### src/shared/hlt_defines.svh
// Offsets, field positions, reset values and timing counts of the limit timer
`ifndef HLT_DEFINES_SVH
`define HLT_DEFINES_SVH

// ----------------------------------------------------------------
// Register offsets (byte addresses)
// ----------------------------------------------------------------
`define HLT_CTRL_OFS     8'h00
`define HLT_MODE_OFS     8'h04
`define HLT_PERIOD_OFS   8'h08
`define HLT_COUNT_OFS    8'h0c
`define HLT_IRQ_OFS      8'h10

// ----------------------------------------------------------------
// Field positions
// ----------------------------------------------------------------
`define HLT_CTRL_RUN_BIT 7
`define HLT_PRESCALE_SELECT_LSB     4
`define HLT_OUTPS_LSB    0
`define HLT_IRQ_FLAG_BIT 0
`define HLT_IRQ_EN_BIT   1

// ----------------------------------------------------------------
// Reset values and timing
// ----------------------------------------------------------------
`define HLT_CTRL_RST     8'h00
`define HLT_MODE_RST     5'h00
`define HLT_PERIOD_RST   8'hff
`define HLT_RESTART_CLKS 2

`endif

### src/shared/hlt_pkg.sv
// Types shared by the hardware limit timer
`default_nettype none
package hlt_pkg;

  // Operating mode codes
  typedef enum logic [4:0] {
    HLT_SW_GATE    = 5'h00,
    HLT_GATE_HIGH  = 5'h01,
    HLT_GATE_LOW   = 5'h02,
    HLT_EDGE_ANY   = 5'h03,
    HLT_EDGE_RISE  = 5'h04,
    HLT_EDGE_FALL  = 5'h05,
    HLT_LVL_LOW    = 5'h06,
    HLT_LVL_HIGH   = 5'h07,
    HLT_OS_SW      = 5'h08,
    HLT_OS_RISE    = 5'h09,
    HLT_OS_FALL    = 5'h0a,
    HLT_OS_ANY     = 5'h0b,
    HLT_OSL_RISE   = 5'h0c,
    HLT_OSL_FALL   = 5'h0d
  } hlt_mode_e;

  // One-shot sequencing states
  typedef enum logic [2:0] {
    HLT_ST_IDLE  = 3'b001,
    HLT_ST_ARMED = 3'b010,
    HLT_ST_RUN   = 3'b100
  } hlt_state_e;

endpackage
`default_nettype wire

### src/design/hlt_timer.sv
// Hardware limit period timer with Wishbone register access
//
// Contract
// - Flag set after postscale ratio of matches
// - Interrupt output gated by enable bit
// - Flag set synchronised, held until cleared
// - Run bit and trigger pass two flops
// - Software gate counts while run set
// - Count wraps to zero after period match
// - Codes 1 and 2 gate by trigger level
// - Edge limit modes reset count on edge
// - Early reset restarts period, two-clock delay
// - Level modes hold reset at reset level
// - Level modes ignore trigger while run clear
// - Level reset two clocks after level reached
// - Resume two clocks after level released
// - Software one-shot clears run at match
// - Run pause mid-cycle resumes the count
// - Edge one-shot starts on selected edge
// - Halted edge one-shot needs fresh edge
// - First edge starts, later edges reset
// - Resume automatically two clocks after reset edge
// - Match clears run, edges ignored until set
// - Run clear resets prescaler, postscaler, state
//
// Added by the designer: the register offsets and register access over Wishbone.
`include "hlt_defines.svh"
`default_nettype none

module hlt_timer
  import hlt_pkg::*;
#(
  parameter int CW = 8
) (
  // Clock and reset
  input  wire logic          clk_i,
  input  wire logic          rst_i,
  // Wishbone slave
  input  wire logic          wb_cyc_i,
  input  wire logic          wb_stb_i,
  input  wire logic          wb_we_i,
  input  wire logic [7:0]    wb_adr_i,
  input  wire logic [3:0]    wb_sel_i,
  input  wire logic [31:0]   wb_dat_i,
  output logic      [31:0]   wb_dat_o,
  output logic               wb_ack_o,
  // External reset trigger, from another source
  input  wire logic          ext_reset_signal_i,
  // Outputs to pulse unit and processor
  output logic               period_match_o,
  output logic               start_o,
  output logic               postscaled_match_o,
  output logic               timer_irq_o
);

  // ----------------------------------------------------------------
  // Registers
  // ----------------------------------------------------------------
  logic            run;
  logic [2:0]      prescale_select;
  logic [3:0]      postscale_select;
  logic [4:0]      mode;
  logic [CW-1:0]   period_value;
  logic [CW-1:0]   count_value;
  logic            timer_irq_flag;
  logic            timer_irq_enable;
  logic            bus_req;
  logic            wr_ctrl;
  logic            wr_irq;
  logic            hw_clear_run;

  assign bus_req = wb_cyc_i && wb_stb_i && !wb_ack_o;
  assign wr_ctrl = bus_req && wb_we_i && wb_sel_i[0] && (wb_adr_i == `HLT_CTRL_OFS);
  assign wr_irq  = bus_req && wb_we_i && wb_sel_i[0] && (wb_adr_i == `HLT_IRQ_OFS);

  // Ack one cycle after request, dropped next cycle
  always_ff @(posedge clk_i) begin
    if (rst_i) begin
      wb_ack_o <= 1'b0;
    end else begin
      wb_ack_o <= bus_req;
    end
  end

  // Run bit: software write, hardware clear at one-shot end
  always_ff @(posedge clk_i) begin
    if (rst_i) begin
      run <= 1'(`HLT_CTRL_RST >> `HLT_CTRL_RUN_BIT);
    end else if (wr_ctrl) begin
      run <= wb_dat_i[`HLT_CTRL_RUN_BIT];
    end else if (hw_clear_run) begin
      run <= 1'b0;
    end
  end

  // Control fields, mode, period and interrupt enable
  always_ff @(posedge clk_i) begin
    if (rst_i) begin
      prescale_select  <= 3'h0;
      postscale_select <= 4'h0;
      mode             <= `HLT_MODE_RST;
      period_value     <= CW'(`HLT_PERIOD_RST);
      timer_irq_enable <= 1'b0;
    end else if (bus_req && wb_we_i && wb_sel_i[0]) begin
      case (wb_adr_i)
        `HLT_CTRL_OFS: begin
          prescale_select  <= wb_dat_i[`HLT_PRESCALE_SELECT_LSB +: 3];
          postscale_select <= wb_dat_i[`HLT_OUTPS_LSB +: 4];
        end
        `HLT_MODE_OFS:   mode             <= wb_dat_i[4:0];
        `HLT_PERIOD_OFS: period_value     <= wb_dat_i[CW-1:0];
        `HLT_IRQ_OFS:    timer_irq_enable <= wb_dat_i[`HLT_IRQ_EN_BIT];
        default: ;
      endcase
    end
  end

  // Read data, unmapped reads zero
  always_ff @(posedge clk_i) begin
    if (rst_i) begin
      wb_dat_o <= 32'h0;
    end else if (bus_req) begin
      case (wb_adr_i)
        `HLT_CTRL_OFS:   wb_dat_o <= {24'h0, run, prescale_select, postscale_select};
        `HLT_MODE_OFS:   wb_dat_o <= {27'h0, mode};
        `HLT_PERIOD_OFS: wb_dat_o <= 32'(period_value);
        `HLT_COUNT_OFS:  wb_dat_o <= 32'(count_value);
        `HLT_IRQ_OFS:    wb_dat_o <= {30'h0, timer_irq_enable, timer_irq_flag};
        default:         wb_dat_o <= 32'h0;
      endcase
    end
  end

  // ----------------------------------------------------------------
  // Synchronisers
  // ----------------------------------------------------------------
  logic       ers_s1;
  logic       ers_s2;
  logic       ers_d;
  logic       run_s1;
  logic       run_s2;

  // Two flops for trigger and run bit
  always_ff @(posedge clk_i) begin
    if (rst_i) begin
      ers_s1 <= 1'b0;
      ers_s2 <= 1'b0;
      ers_d  <= 1'b0;
      run_s1 <= 1'b0;
      run_s2 <= 1'b0;
    end else begin
      ers_s1 <= ext_reset_signal_i;
      ers_s2 <= ers_s1;
      ers_d  <= ers_s2;
      run_s1 <= run && !hw_clear_run;
      run_s2 <= run_s1;
    end
  end

  logic rise;
  logic fall;
  assign rise = ers_s2 && !ers_d;
  assign fall = !ers_s2 && ers_d;

  // ----------------------------------------------------------------
  // Prescaler tick
  // ----------------------------------------------------------------
  logic [6:0] pre_cnt;
  logic       timer_tick;
  logic [6:0] pre_lim;

  assign pre_lim    = 7'((8'h1 << prescale_select) - 8'h1);
  assign timer_tick = (pre_cnt >= pre_lim);

  // Prescale counter, cleared while stopped
  always_ff @(posedge clk_i) begin
    if (rst_i || !run_s2) begin
      pre_cnt <= 7'h0;
    end else if (timer_tick) begin
      pre_cnt <= 7'h0;
    end else begin
      pre_cnt <= pre_cnt + 7'h1;
    end
  end

  // ----------------------------------------------------------------
  // Mode decode
  // ----------------------------------------------------------------
  logic edge_hit;
  logic lvl_reset;
  logic gate_ok;
  logic is_edge_lim;
  logic is_lvl;
  logic is_os_sw;
  logic is_os_edge;
  logic is_osl;

  always_comb begin
    edge_hit    = 1'b0;
    lvl_reset   = 1'b0;
    gate_ok     = 1'b1;
    is_edge_lim = 1'b0;
    is_lvl      = 1'b0;
    is_os_sw    = 1'b0;
    is_os_edge  = 1'b0;
    is_osl      = 1'b0;
    case (mode)
      HLT_SW_GATE:   gate_ok = 1'b1;
      HLT_GATE_HIGH: gate_ok = ers_s2;
      HLT_GATE_LOW:  gate_ok = !ers_s2;
      HLT_EDGE_ANY: begin
        is_edge_lim = 1'b1;
        edge_hit    = rise || fall;
      end
      HLT_EDGE_RISE: begin
        is_edge_lim = 1'b1;
        edge_hit    = rise;
      end
      HLT_EDGE_FALL: begin
        is_edge_lim = 1'b1;
        edge_hit    = fall;
      end
      HLT_LVL_LOW: begin
        is_lvl    = 1'b1;
        lvl_reset = !ers_s2;
      end
      HLT_LVL_HIGH: begin
        is_lvl    = 1'b1;
        lvl_reset = ers_s2;
      end
      HLT_OS_SW:     is_os_sw = 1'b1;
      HLT_OS_RISE: begin
        is_os_edge = 1'b1;
        edge_hit   = rise;
      end
      HLT_OS_FALL: begin
        is_os_edge = 1'b1;
        edge_hit   = fall;
      end
      HLT_OS_ANY: begin
        is_os_edge = 1'b1;
        edge_hit   = rise || fall;
      end
      HLT_OSL_RISE: begin
        is_osl   = 1'b1;
        edge_hit = rise;
      end
      HLT_OSL_FALL: begin
        is_osl   = 1'b1;
        edge_hit = fall;
      end
      default:       gate_ok = 1'b0;
    endcase
  end

  // ----------------------------------------------------------------
  // Restart delay and one-shot state
  // ----------------------------------------------------------------
  logic [1:0] hold_cnt;
  logic       in_hold;
  hlt_state_e state;
  hlt_state_e next_state;
  logic       match;
  logic       os_mode;
  logic [1:0] lvl_age;

  assign in_hold = (hold_cnt != 2'h0);
  assign match   = (count_value == period_value);
  assign os_mode = is_os_sw || is_os_edge || is_osl;

  // Two-clock hold after a hardware reset
  always_ff @(posedge clk_i) begin
    if (rst_i || !run_s2) begin
      hold_cnt <= 2'h0;
    end else if ((is_edge_lim || (is_osl && state == HLT_ST_RUN)) && edge_hit) begin
      hold_cnt <= 2'(`HLT_RESTART_CLKS);
    end else if (is_lvl && lvl_reset) begin
      hold_cnt <= 2'(`HLT_RESTART_CLKS);
    end else if (in_hold) begin
      hold_cnt <= hold_cnt - 2'h1;
    end
  end

  // Age of the reset level, saturating at the restart delay
  always_ff @(posedge clk_i) begin
    if (rst_i || !run_s2 || !(is_lvl && lvl_reset)) begin
      lvl_age <= 2'h0;
    end else if (lvl_age != 2'(`HLT_RESTART_CLKS)) begin
      lvl_age <= lvl_age + 2'h1;
    end
  end

  // One-shot sequencing
  always_comb begin
    next_state = state;
    case (state)
      HLT_ST_IDLE:  next_state = is_os_sw ? HLT_ST_RUN : HLT_ST_ARMED;
      HLT_ST_ARMED: if (edge_hit) next_state = HLT_ST_RUN;
      HLT_ST_RUN:   next_state = HLT_ST_RUN;
      default:      next_state = HLT_ST_IDLE;
    endcase
  end

  always_ff @(posedge clk_i) begin
    if (rst_i || !run_s2 || hw_clear_run) begin
      state <= HLT_ST_IDLE;
    end else begin
      state <= next_state;
    end
  end

  // End of one-shot clears the run bit
  assign hw_clear_run = os_mode && run_s2 && state == HLT_ST_RUN && timer_tick && match;

  // ----------------------------------------------------------------
  // Counter
  // ----------------------------------------------------------------
  logic counting;
  assign counting = run_s2 && gate_ok && !in_hold
                    && (!os_mode || state == HLT_ST_RUN);

  // Main count
  always_ff @(posedge clk_i) begin
    if (rst_i) begin
      count_value <= '0;
    end else if (!run_s2) begin
      count_value <= count_value;
    end else if ((is_edge_lim || (is_osl && state == HLT_ST_RUN)) && edge_hit) begin
      count_value <= '0;
    end else if (is_lvl && lvl_reset && lvl_age >= 2'(`HLT_RESTART_CLKS - 1)) begin
      count_value <= '0;
    end else if (counting && timer_tick) begin
      count_value <= match ? '0 : count_value + 1'b1;
    end
  end

  // Period match and start pulses to pulse unit
  always_ff @(posedge clk_i) begin
    if (rst_i) begin
      period_match_o <= 1'b0;
      start_o        <= 1'b0;
    end else begin
      period_match_o <= counting && timer_tick && match;
      start_o        <= ((is_os_edge || is_osl) && state == HLT_ST_ARMED && edge_hit)
                        || (in_hold && hold_cnt == 2'h1);
    end
  end

  // ----------------------------------------------------------------
  // Postscaler and interrupt flag
  // ----------------------------------------------------------------
  logic [3:0] post_cnt;

  always_ff @(posedge clk_i) begin
    if (rst_i || !run_s2) begin
      post_cnt           <= 4'h0;
      postscaled_match_o <= 1'b0;
    end else begin
      postscaled_match_o <= 1'b0;
      if (period_match_o) begin
        if (post_cnt == postscale_select) begin
          post_cnt           <= 4'h0;
          postscaled_match_o <= 1'b1;
        end else begin
          post_cnt <= post_cnt + 4'h1;
        end
      end
    end
  end

  // Sticky flag, set wins over software clear
  always_ff @(posedge clk_i) begin
    if (rst_i) begin
      timer_irq_flag <= 1'b0;
    end else if (postscaled_match_o) begin
      timer_irq_flag <= 1'b1;
    end else if (wr_irq && !wb_dat_i[`HLT_IRQ_FLAG_BIT]) begin
      timer_irq_flag <= 1'b0;
    end
  end

  assign timer_irq_o = timer_irq_flag && timer_irq_enable;

endmodule
`default_nettype wire

### config.mk
export PLATFORM = sky130hd
export DESIGN_NAME = hlt_timer
export DESIGN_NICKNAME = d
export VERILOG_FILES = /design/src/shared/hlt_pkg.sv /design/src/design/hlt_timer.sv
export VERILOG_INCLUDE_DIRS = /design/src /design/src/shared
export SDC_FILE = /design/constraint.sdc
export NUM_CORES = 1
export LEC_CHECK = 0
export BUFFER_PORTS_ARGS = -buffer_cell sky130_fd_sc_hd__buf_2
export CORE_UTILIZATION = 35
export DETAILED_ROUTE_END_ITERATION = 8
export GPL_TIMING_DRIVEN = 1
export HOLD_SLACK_MARGIN = 0.08
export SETUP_SLACK_MARGIN = 0.3
export SYNTH_ARGS = -nofsm -noshare
export SYNTH_HDL_FRONTEND = slang
export SYNTH_SLANG_ARGS = --single-unit
### constraint.sdc
create_clock -name clk_i -period 4 [get_ports clk_i]
set_clock_uncertainty 0.2 [all_clocks]
set_input_delay 0.4 -clock clk_i [delete_from_list [all_inputs] [get_ports clk_i]]
set_output_delay 0.4 -clock clk_i [all_outputs]
set_load 0.05 [all_outputs]
After elaboration in Yosys (flattened, before gate mapping). Cells that the tools add are included.

Register bits: 90. Latch bits: 0. Memory bits (writable): 0. Bits in read-only memories: 0. Bits of input ports: 50. Word-level logic and storage cells: 153. Memories kept: 0.

Add/sub/neg operators: 6. Multipliers: 0. Div/mod/pow operators: 0. Magnitude comparators: 2. Equality and inequality tests: 25. Shift operators: 1. Multiplexer cells: 25. Bitwise logic cells: 1. Reductions and logical operators: 69.

Operators by type and width (count): $pmux W8 S5 (1); $mux W8 (4); $eq A5 B4 Y1 const B (6); $logic_and A1 B1 Y1 (27); $eq A5 B3 Y1 const B (4); $eq A8 B4 Y1 const B (2); $reduce_or A3 Y1 (5); $reduce_or A12 Y1 (1); $eq A5 B2 Y1 const B (2); $logic_or A1 B1 Y1 (10); $mux W1 (10); $reduce_and A2 Y1 (5); $reduce_or A2 Y1 (5); $logic_not A1 Y1 (9); $pmux W3 S3 (1); $add A8 B1 Y8 const B (1); $eq A8 B3 Y1 const B (1); $eq A8 B5 Y1 const B (1); $eq A8 B8 Y1 (1); $logic_not A8 Y1 (1); $add A7 B1 Y7 const B (1); $ge A7 B7 Y1 (1); $shl A1 B3 Y7 const A (1); $sub A7 B1 Y7 const B (1); other kinds (20) (28).

Depth between registers and ports, before layout.
Depth in word-level cells: 12. Mapped depth: 9. Gate-level depth less buffers: 8.

Worst setup path before layout. OpenSTA, ideal clock, no wires.

Path type: flip-flop to flip-flop. Start: register prescale_select[2]. End: register count_value[1]. Setup time: 88 ps. Arrival: 2498 ps. Data required time: 3712 ps. Path slack: 1214 ps. Cell stages (with the launch flop): 10. Period minus slack after synthesis: 2786 ps. Cell sequence: dfxtp_1 -> clkbuf_1 -> o21ai_0 -> ha_1 -> or4_1 -> a2111o_1 -> nand4_1 -> a2111o_1 -> or4bb_1 -> o31ai_1.

Word-level cells in the longest chain between the ends: 6.

Ends and longest elaborated chain: start: declaration (RTL line hlt_timer.sv:60) `logic [2:0] prescale_select;`; start signal: assignment (RTL line hlt_timer.sv:107) `` prescale_select <= wb_dat_i[`HLT_PRESCALE_SELECT_LSB +: 3]; ``; $shl A1 B3 Y7 (RTL line hlt_timer.sv:172) `assign pre_lim = 7'((8'h1 << prescale_select) - 8'h1);`; $sub A7 B1 Y7 (RTL line hlt_timer.sv:172); $ge A7 B7 Y1 (RTL line hlt_timer.sv:173) `assign timer_tick = (pre_cnt >= pre_lim);`; $logic_and A1 B1 Y1 (RTL line hlt_timer.sv:332) `end else if (counting && timer_tick) begin`; $reduce_bool A3 Y1 (no source line); $reduce_and A2 Y1 (no source line); end signal: assignment (RTL line hlt_timer.sv:327) `count_value <= count_value;`; end signal: assignment (RTL line hlt_timer.sv:333) `count_value <= match ? '0 : count_value + 1'b1;`; end: declaration (RTL line hlt_timer.sv:64) `logic [CW-1:0] count_value;`.

No other way between the ends. A chain may end at the register's enable or synchronous reset.

Worst setup path in the final report. Ends and elaborated chain as after synthesis.

==> metrics.md <==
| Metric | Value |
|---|---|
| Initial Util | 0.362 |
| Slew of the pin with the lowest slew margin | between 0.8 and 0.9 ns |
| Final antenna diode count | 0 |
| Number of synthesized register bits | 66 |
| Post-Synthesis Cell Area | about 3500 um^2 |
| Total global routing overflow | 0 |
| Upper clock frequency limit | ~320 MHz |
| Number of flops mapped to enable cells by yosys | 0 |
| Global placement routability congestion | about 0.78 |
| Result of the run | finished clean |
| # H-tree levels | 3 |
| Kind of end point of the critical path | flip-flop |
| Static power due to leakage | 1.48 nW |
| Skew-Pair Late Insertion Delay | approximately 0.34 ns |
| Post-route core utilization | 0.399 |
| Post-synthesis cell type count | 54 |
| Mean instance size in the synthesized netlist | about 8.3 um^2 |
| Deepest clock path buffer count | 2 |
| Share of flip-flops with an asynchronous set or reset after synthesis | 0 |
| Minimum period implied by the final worst setup slack | between 3 and 4 ns |
| Endpoint arrival time on the critical path | between 3 and 4 ns |
| Synthesis warning total | 0 |
| Highest net fanout along the worst path | 9 |
| Global-route total usage across every layer | 0.157 |
| Max-capacitance violation count | 0 |
| Main synth FF type | sky130_fd_sc_hd__dfxtp_1 |
| # fillers | about 1000 |
| Total Die Area | approximately 11000 um^2 |
| Sinks on Clock Net | between 60 and 70 |
| Sequential Area | ~1300 um^2 |
| Critical Path RT | 4.06 ns |
| DR iter-0 viols | roughly 160 |
| Die W | just over 100 um |
| TNS Setup | 0 ns |
| Pin count of the biggest net entering global routing | 45 |
| Syn Inst Count | ~430 |
| Via count of the first global-routing pass | between 2000 and 3000 |
| Half-perimeter wire length of the detailed placement result | between 5000 and 6000 um |
| Global-route wire length before repair | 12700 um |
| Max-slew headroom | 0.462 |
| Fraction of final layout cells with drive strength greater than 1 | 0.134 |
| TritonCTS clock tree | done |
| Most used cells in the layout excluding fill and tap cells | 66 x sky130_fd_sc_hd__dfxtp_1, 60 x sky130_fd_sc_hd__nand2_1, 35 x sky130_fd_sc_hd__buf_2 |
| Port Buffer Count | 35 |
| Initial antenna violation count | 0 |
| Number of design rule violations left after detail routing | 0 |
| Number of top-level design ports | 87 |
| Layout-stage area growth over the synthesis result | 10.3% |
| Count of instances resized after the clock tree is built | 0 |
| Total of endpoints with negative setup slack in the final report | 0 |
| Routed vias | around 3000 |
| Final worst-path cycle share | 0.772 |
| RSZ-0062 raised after global routing | no |
| Avg Vias per Cell | a little over 5 |
| Total iterations of the first detailed-routing run | 4 |
| Class of the most critical hold timing path | primary input to flip-flop |
| Post-synthesis sequential area ratio | 0.374 |
| Type of the worst setup path | flip-flop to flip-flop |
| Number of nets with antenna violations after detailed routing | 0 |
| WL per Instance | 13.3 um |
| FP Rows | 36 |
| Type of origin of the critical path | flip-flop |
| Clock transition time at the flip-flop clock pins of the worst setup and hold paths | around 0.080 ns |
| Count of nets after finishing | approximately 500 |
| Master cell of the clock root buffer | sky130_fd_sc_hd__clkbuf_8 |
| Core box area | roughly 9800 um^2 |
| Total wire length after detailed routing | between 7000 and 8000 um |
| Chip height | between 100 and 150 um |
| Total clock buffers created by CTS | 9 |
| Number of slew-limit violations in the final report | 0 |
| Power per standard cell area | 337 nW/um^2 |
| Area of combinational cells with multiple inputs | approximately 2000 um^2 |
| Hold violation count in the final report | 0 |
| Most common cell after layout, fill and taps aside | sky130_fd_sc_hd__dfxtp_1 |
| Worst-case vdd ir drop | roughly 0.15 mV |
## metrics by stage
step	worst slack [ns]	power (mW)	hold WS [ns]	std cells	instance area, um^2
3_5_place_dp	0.911	0.771	0.232	572	3700
4_1_cts	0.907	1.33	0.0809	589	3900
6_report	0.911	1.31	0.0885	589	3900
2_1_floorplan	1.21	0.767	0.214	449	3620
3_3_place_gp	0.989	0.771	0.222	572	3700
5_1_grt	0.719	1.36	0.0997	589	3900
## Yosys cell counts (3+ instances only)
| cell type | count | area, um^2 |
|---|---|---|
| sky130_fd_sc_hd__nor2_1 | 32 | 120 |
| sky130_fd_sc_hd__nor4b_1 | 3 | 26.3 |
| sky130_fd_sc_hd__or4_1 | 3 | 22.5 |
| sky130_fd_sc_hd__a222oi_1 | 7 | 70.1 |
| sky130_fd_sc_hd__or2_2 | 6 | 37.5 |
| sky130_fd_sc_hd__a21o_1 | 6 | 45.0 |
| sky130_fd_sc_hd__o21ai_0 | 5 | 25.0 |
| sky130_fd_sc_hd__dfxtp_1 | 66 | 1320 |
| sky130_fd_sc_hd__nor2b_1 | 8 | 50.1 |
| sky130_fd_sc_hd__nand2b_1 | 8 | 50.1 |
| sky130_fd_sc_hd__nor3_1 | 9 | 45.0 |
| sky130_fd_sc_hd__nand3b_1 | 12 | 90.1 |
| sky130_fd_sc_hd__and3_1 | 5 | 31.3 |
| sky130_fd_sc_hd__ha_1 | 14 | 175 |
| sky130_fd_sc_hd__o21bai_1 | 3 | 22.5 |
| sky130_fd_sc_hd__a211oi_1 | 3 | 22.5 |
| sky130_fd_sc_hd__buf_4 | 26 | 195 |
| sky130_fd_sc_hd__nand4_1 | 3 | 18.8 |
| sky130_fd_sc_hd__a21oi_1 | 26 | 130 |
| sky130_fd_sc_hd__xnor2_1 | 9 | 78.8 |
| sky130_fd_sc_hd__and2_1 | 3 | 18.8 |
| sky130_fd_sc_hd__nand3_1 | 25 | 125 |
| sky130_fd_sc_hd__a22oi_1 | 3 | 22.5 |
| sky130_fd_sc_hd__nand2_1 | 60 | 225 |
| sky130_fd_sc_hd__nor4_1 | 3 | 18.8 |
| sky130_fd_sc_hd__clkbuf_1 | 18 | 67.6 |
| sky130_fd_sc_hd__inv_1 | 11 | 41.3 |
| sky130_fd_sc_hd__xor2_1 | 15 | 131 |
## cell type report
class                      count  share of cell area
sequential                    66               0.339
multi-input combinational    327               0.511
inverter                      11              0.0106
tap                          133              0.0427
clock inverter                 6              0.0173
clock buffer                  10              0.0327
timing repair buffer          36              0.0475
## metal layers
layer | global-route usage | part of all wire | up-vias
met4 | 0.0418 | 0.0096 | 0
met3 | 0.0400 | 0.054 | 6
met5 | 0 | 0 | -
met2 | 0.251 | 0.45 | 89
met1 | 0.211 | 0.49 | 1384
li1 | - | - | 1497
## critical path, stage by stage, from the launching register on
cell,delay [ns]
sky130_fd_sc_hd__dfxtp_1,0.52
sky130_fd_sc_hd__o21ai_0,0.15
sky130_fd_sc_hd__ha_1,0.21
sky130_fd_sc_hd__or4_1,0.54
sky130_fd_sc_hd__a2111o_1,0.32
sky130_fd_sc_hd__nand4_1,0.16
sky130_fd_sc_hd__a2111o_1,0.31
sky130_fd_sc_hd__or4bb_1,0.51
sky130_fd_sc_hd__o31ai_1,0.07
## cells by family (layout without fill, tap and decap cells)
kind of cell	count (synthesis)	in the layout	synth area share
AOI/OAI and AO/OA	72	72	0.143
xor gates and xnor gates	24	24	0.0595
adders and majority gates	14	14	0.0495
buffers and inverters	56	63	0.0874
DFF	66	66	0.374
muxes	3	3	0.00885
other	1	24	0.00106
and+or+nand+nor	190	190	0.277
## sequential cells by signal, summed over array words and instances (netlist names), 2 cells and up
name / count
count_value: 8
period_value: 8
wb_dat_o: 8
pre_cnt: 7
mode: 5
post_cnt: 4
postscale_select: 4
prescale_select: 3
state: 3
hold_cnt: 2
lvl_age: 2
## report_power, final
group | switching [mW] | internal [mW] | leakage [nW]
registers | 0.00168 | 0.659 | 0.533
clock network | 0.267 | 0.289 | 0.0925
logic | 0.0792 | 0.0164 | 0.850
## path summary, 6_finish.rpt
path	slack (ns)	cells past startpoint	end	from
worst max-delay path	0.91	8	count_value[1]	prescale_select[2]
worst max register to register	0.91	8	count_value[1]	prescale_select[2]
worst min-delay path	0.09	3	period_value[5]	wb_dat_i[5]
worst min register to register	0.25	1	ers_s2	ers_s1
## repair_timing
action,CTS,global route
hold buffers,1,0
hold endpoints to repair,1,0
endpoints found under the setup margin,0,0
buffers inserted,0,0
Note: power is estimated with default switching activity, not from simulation.
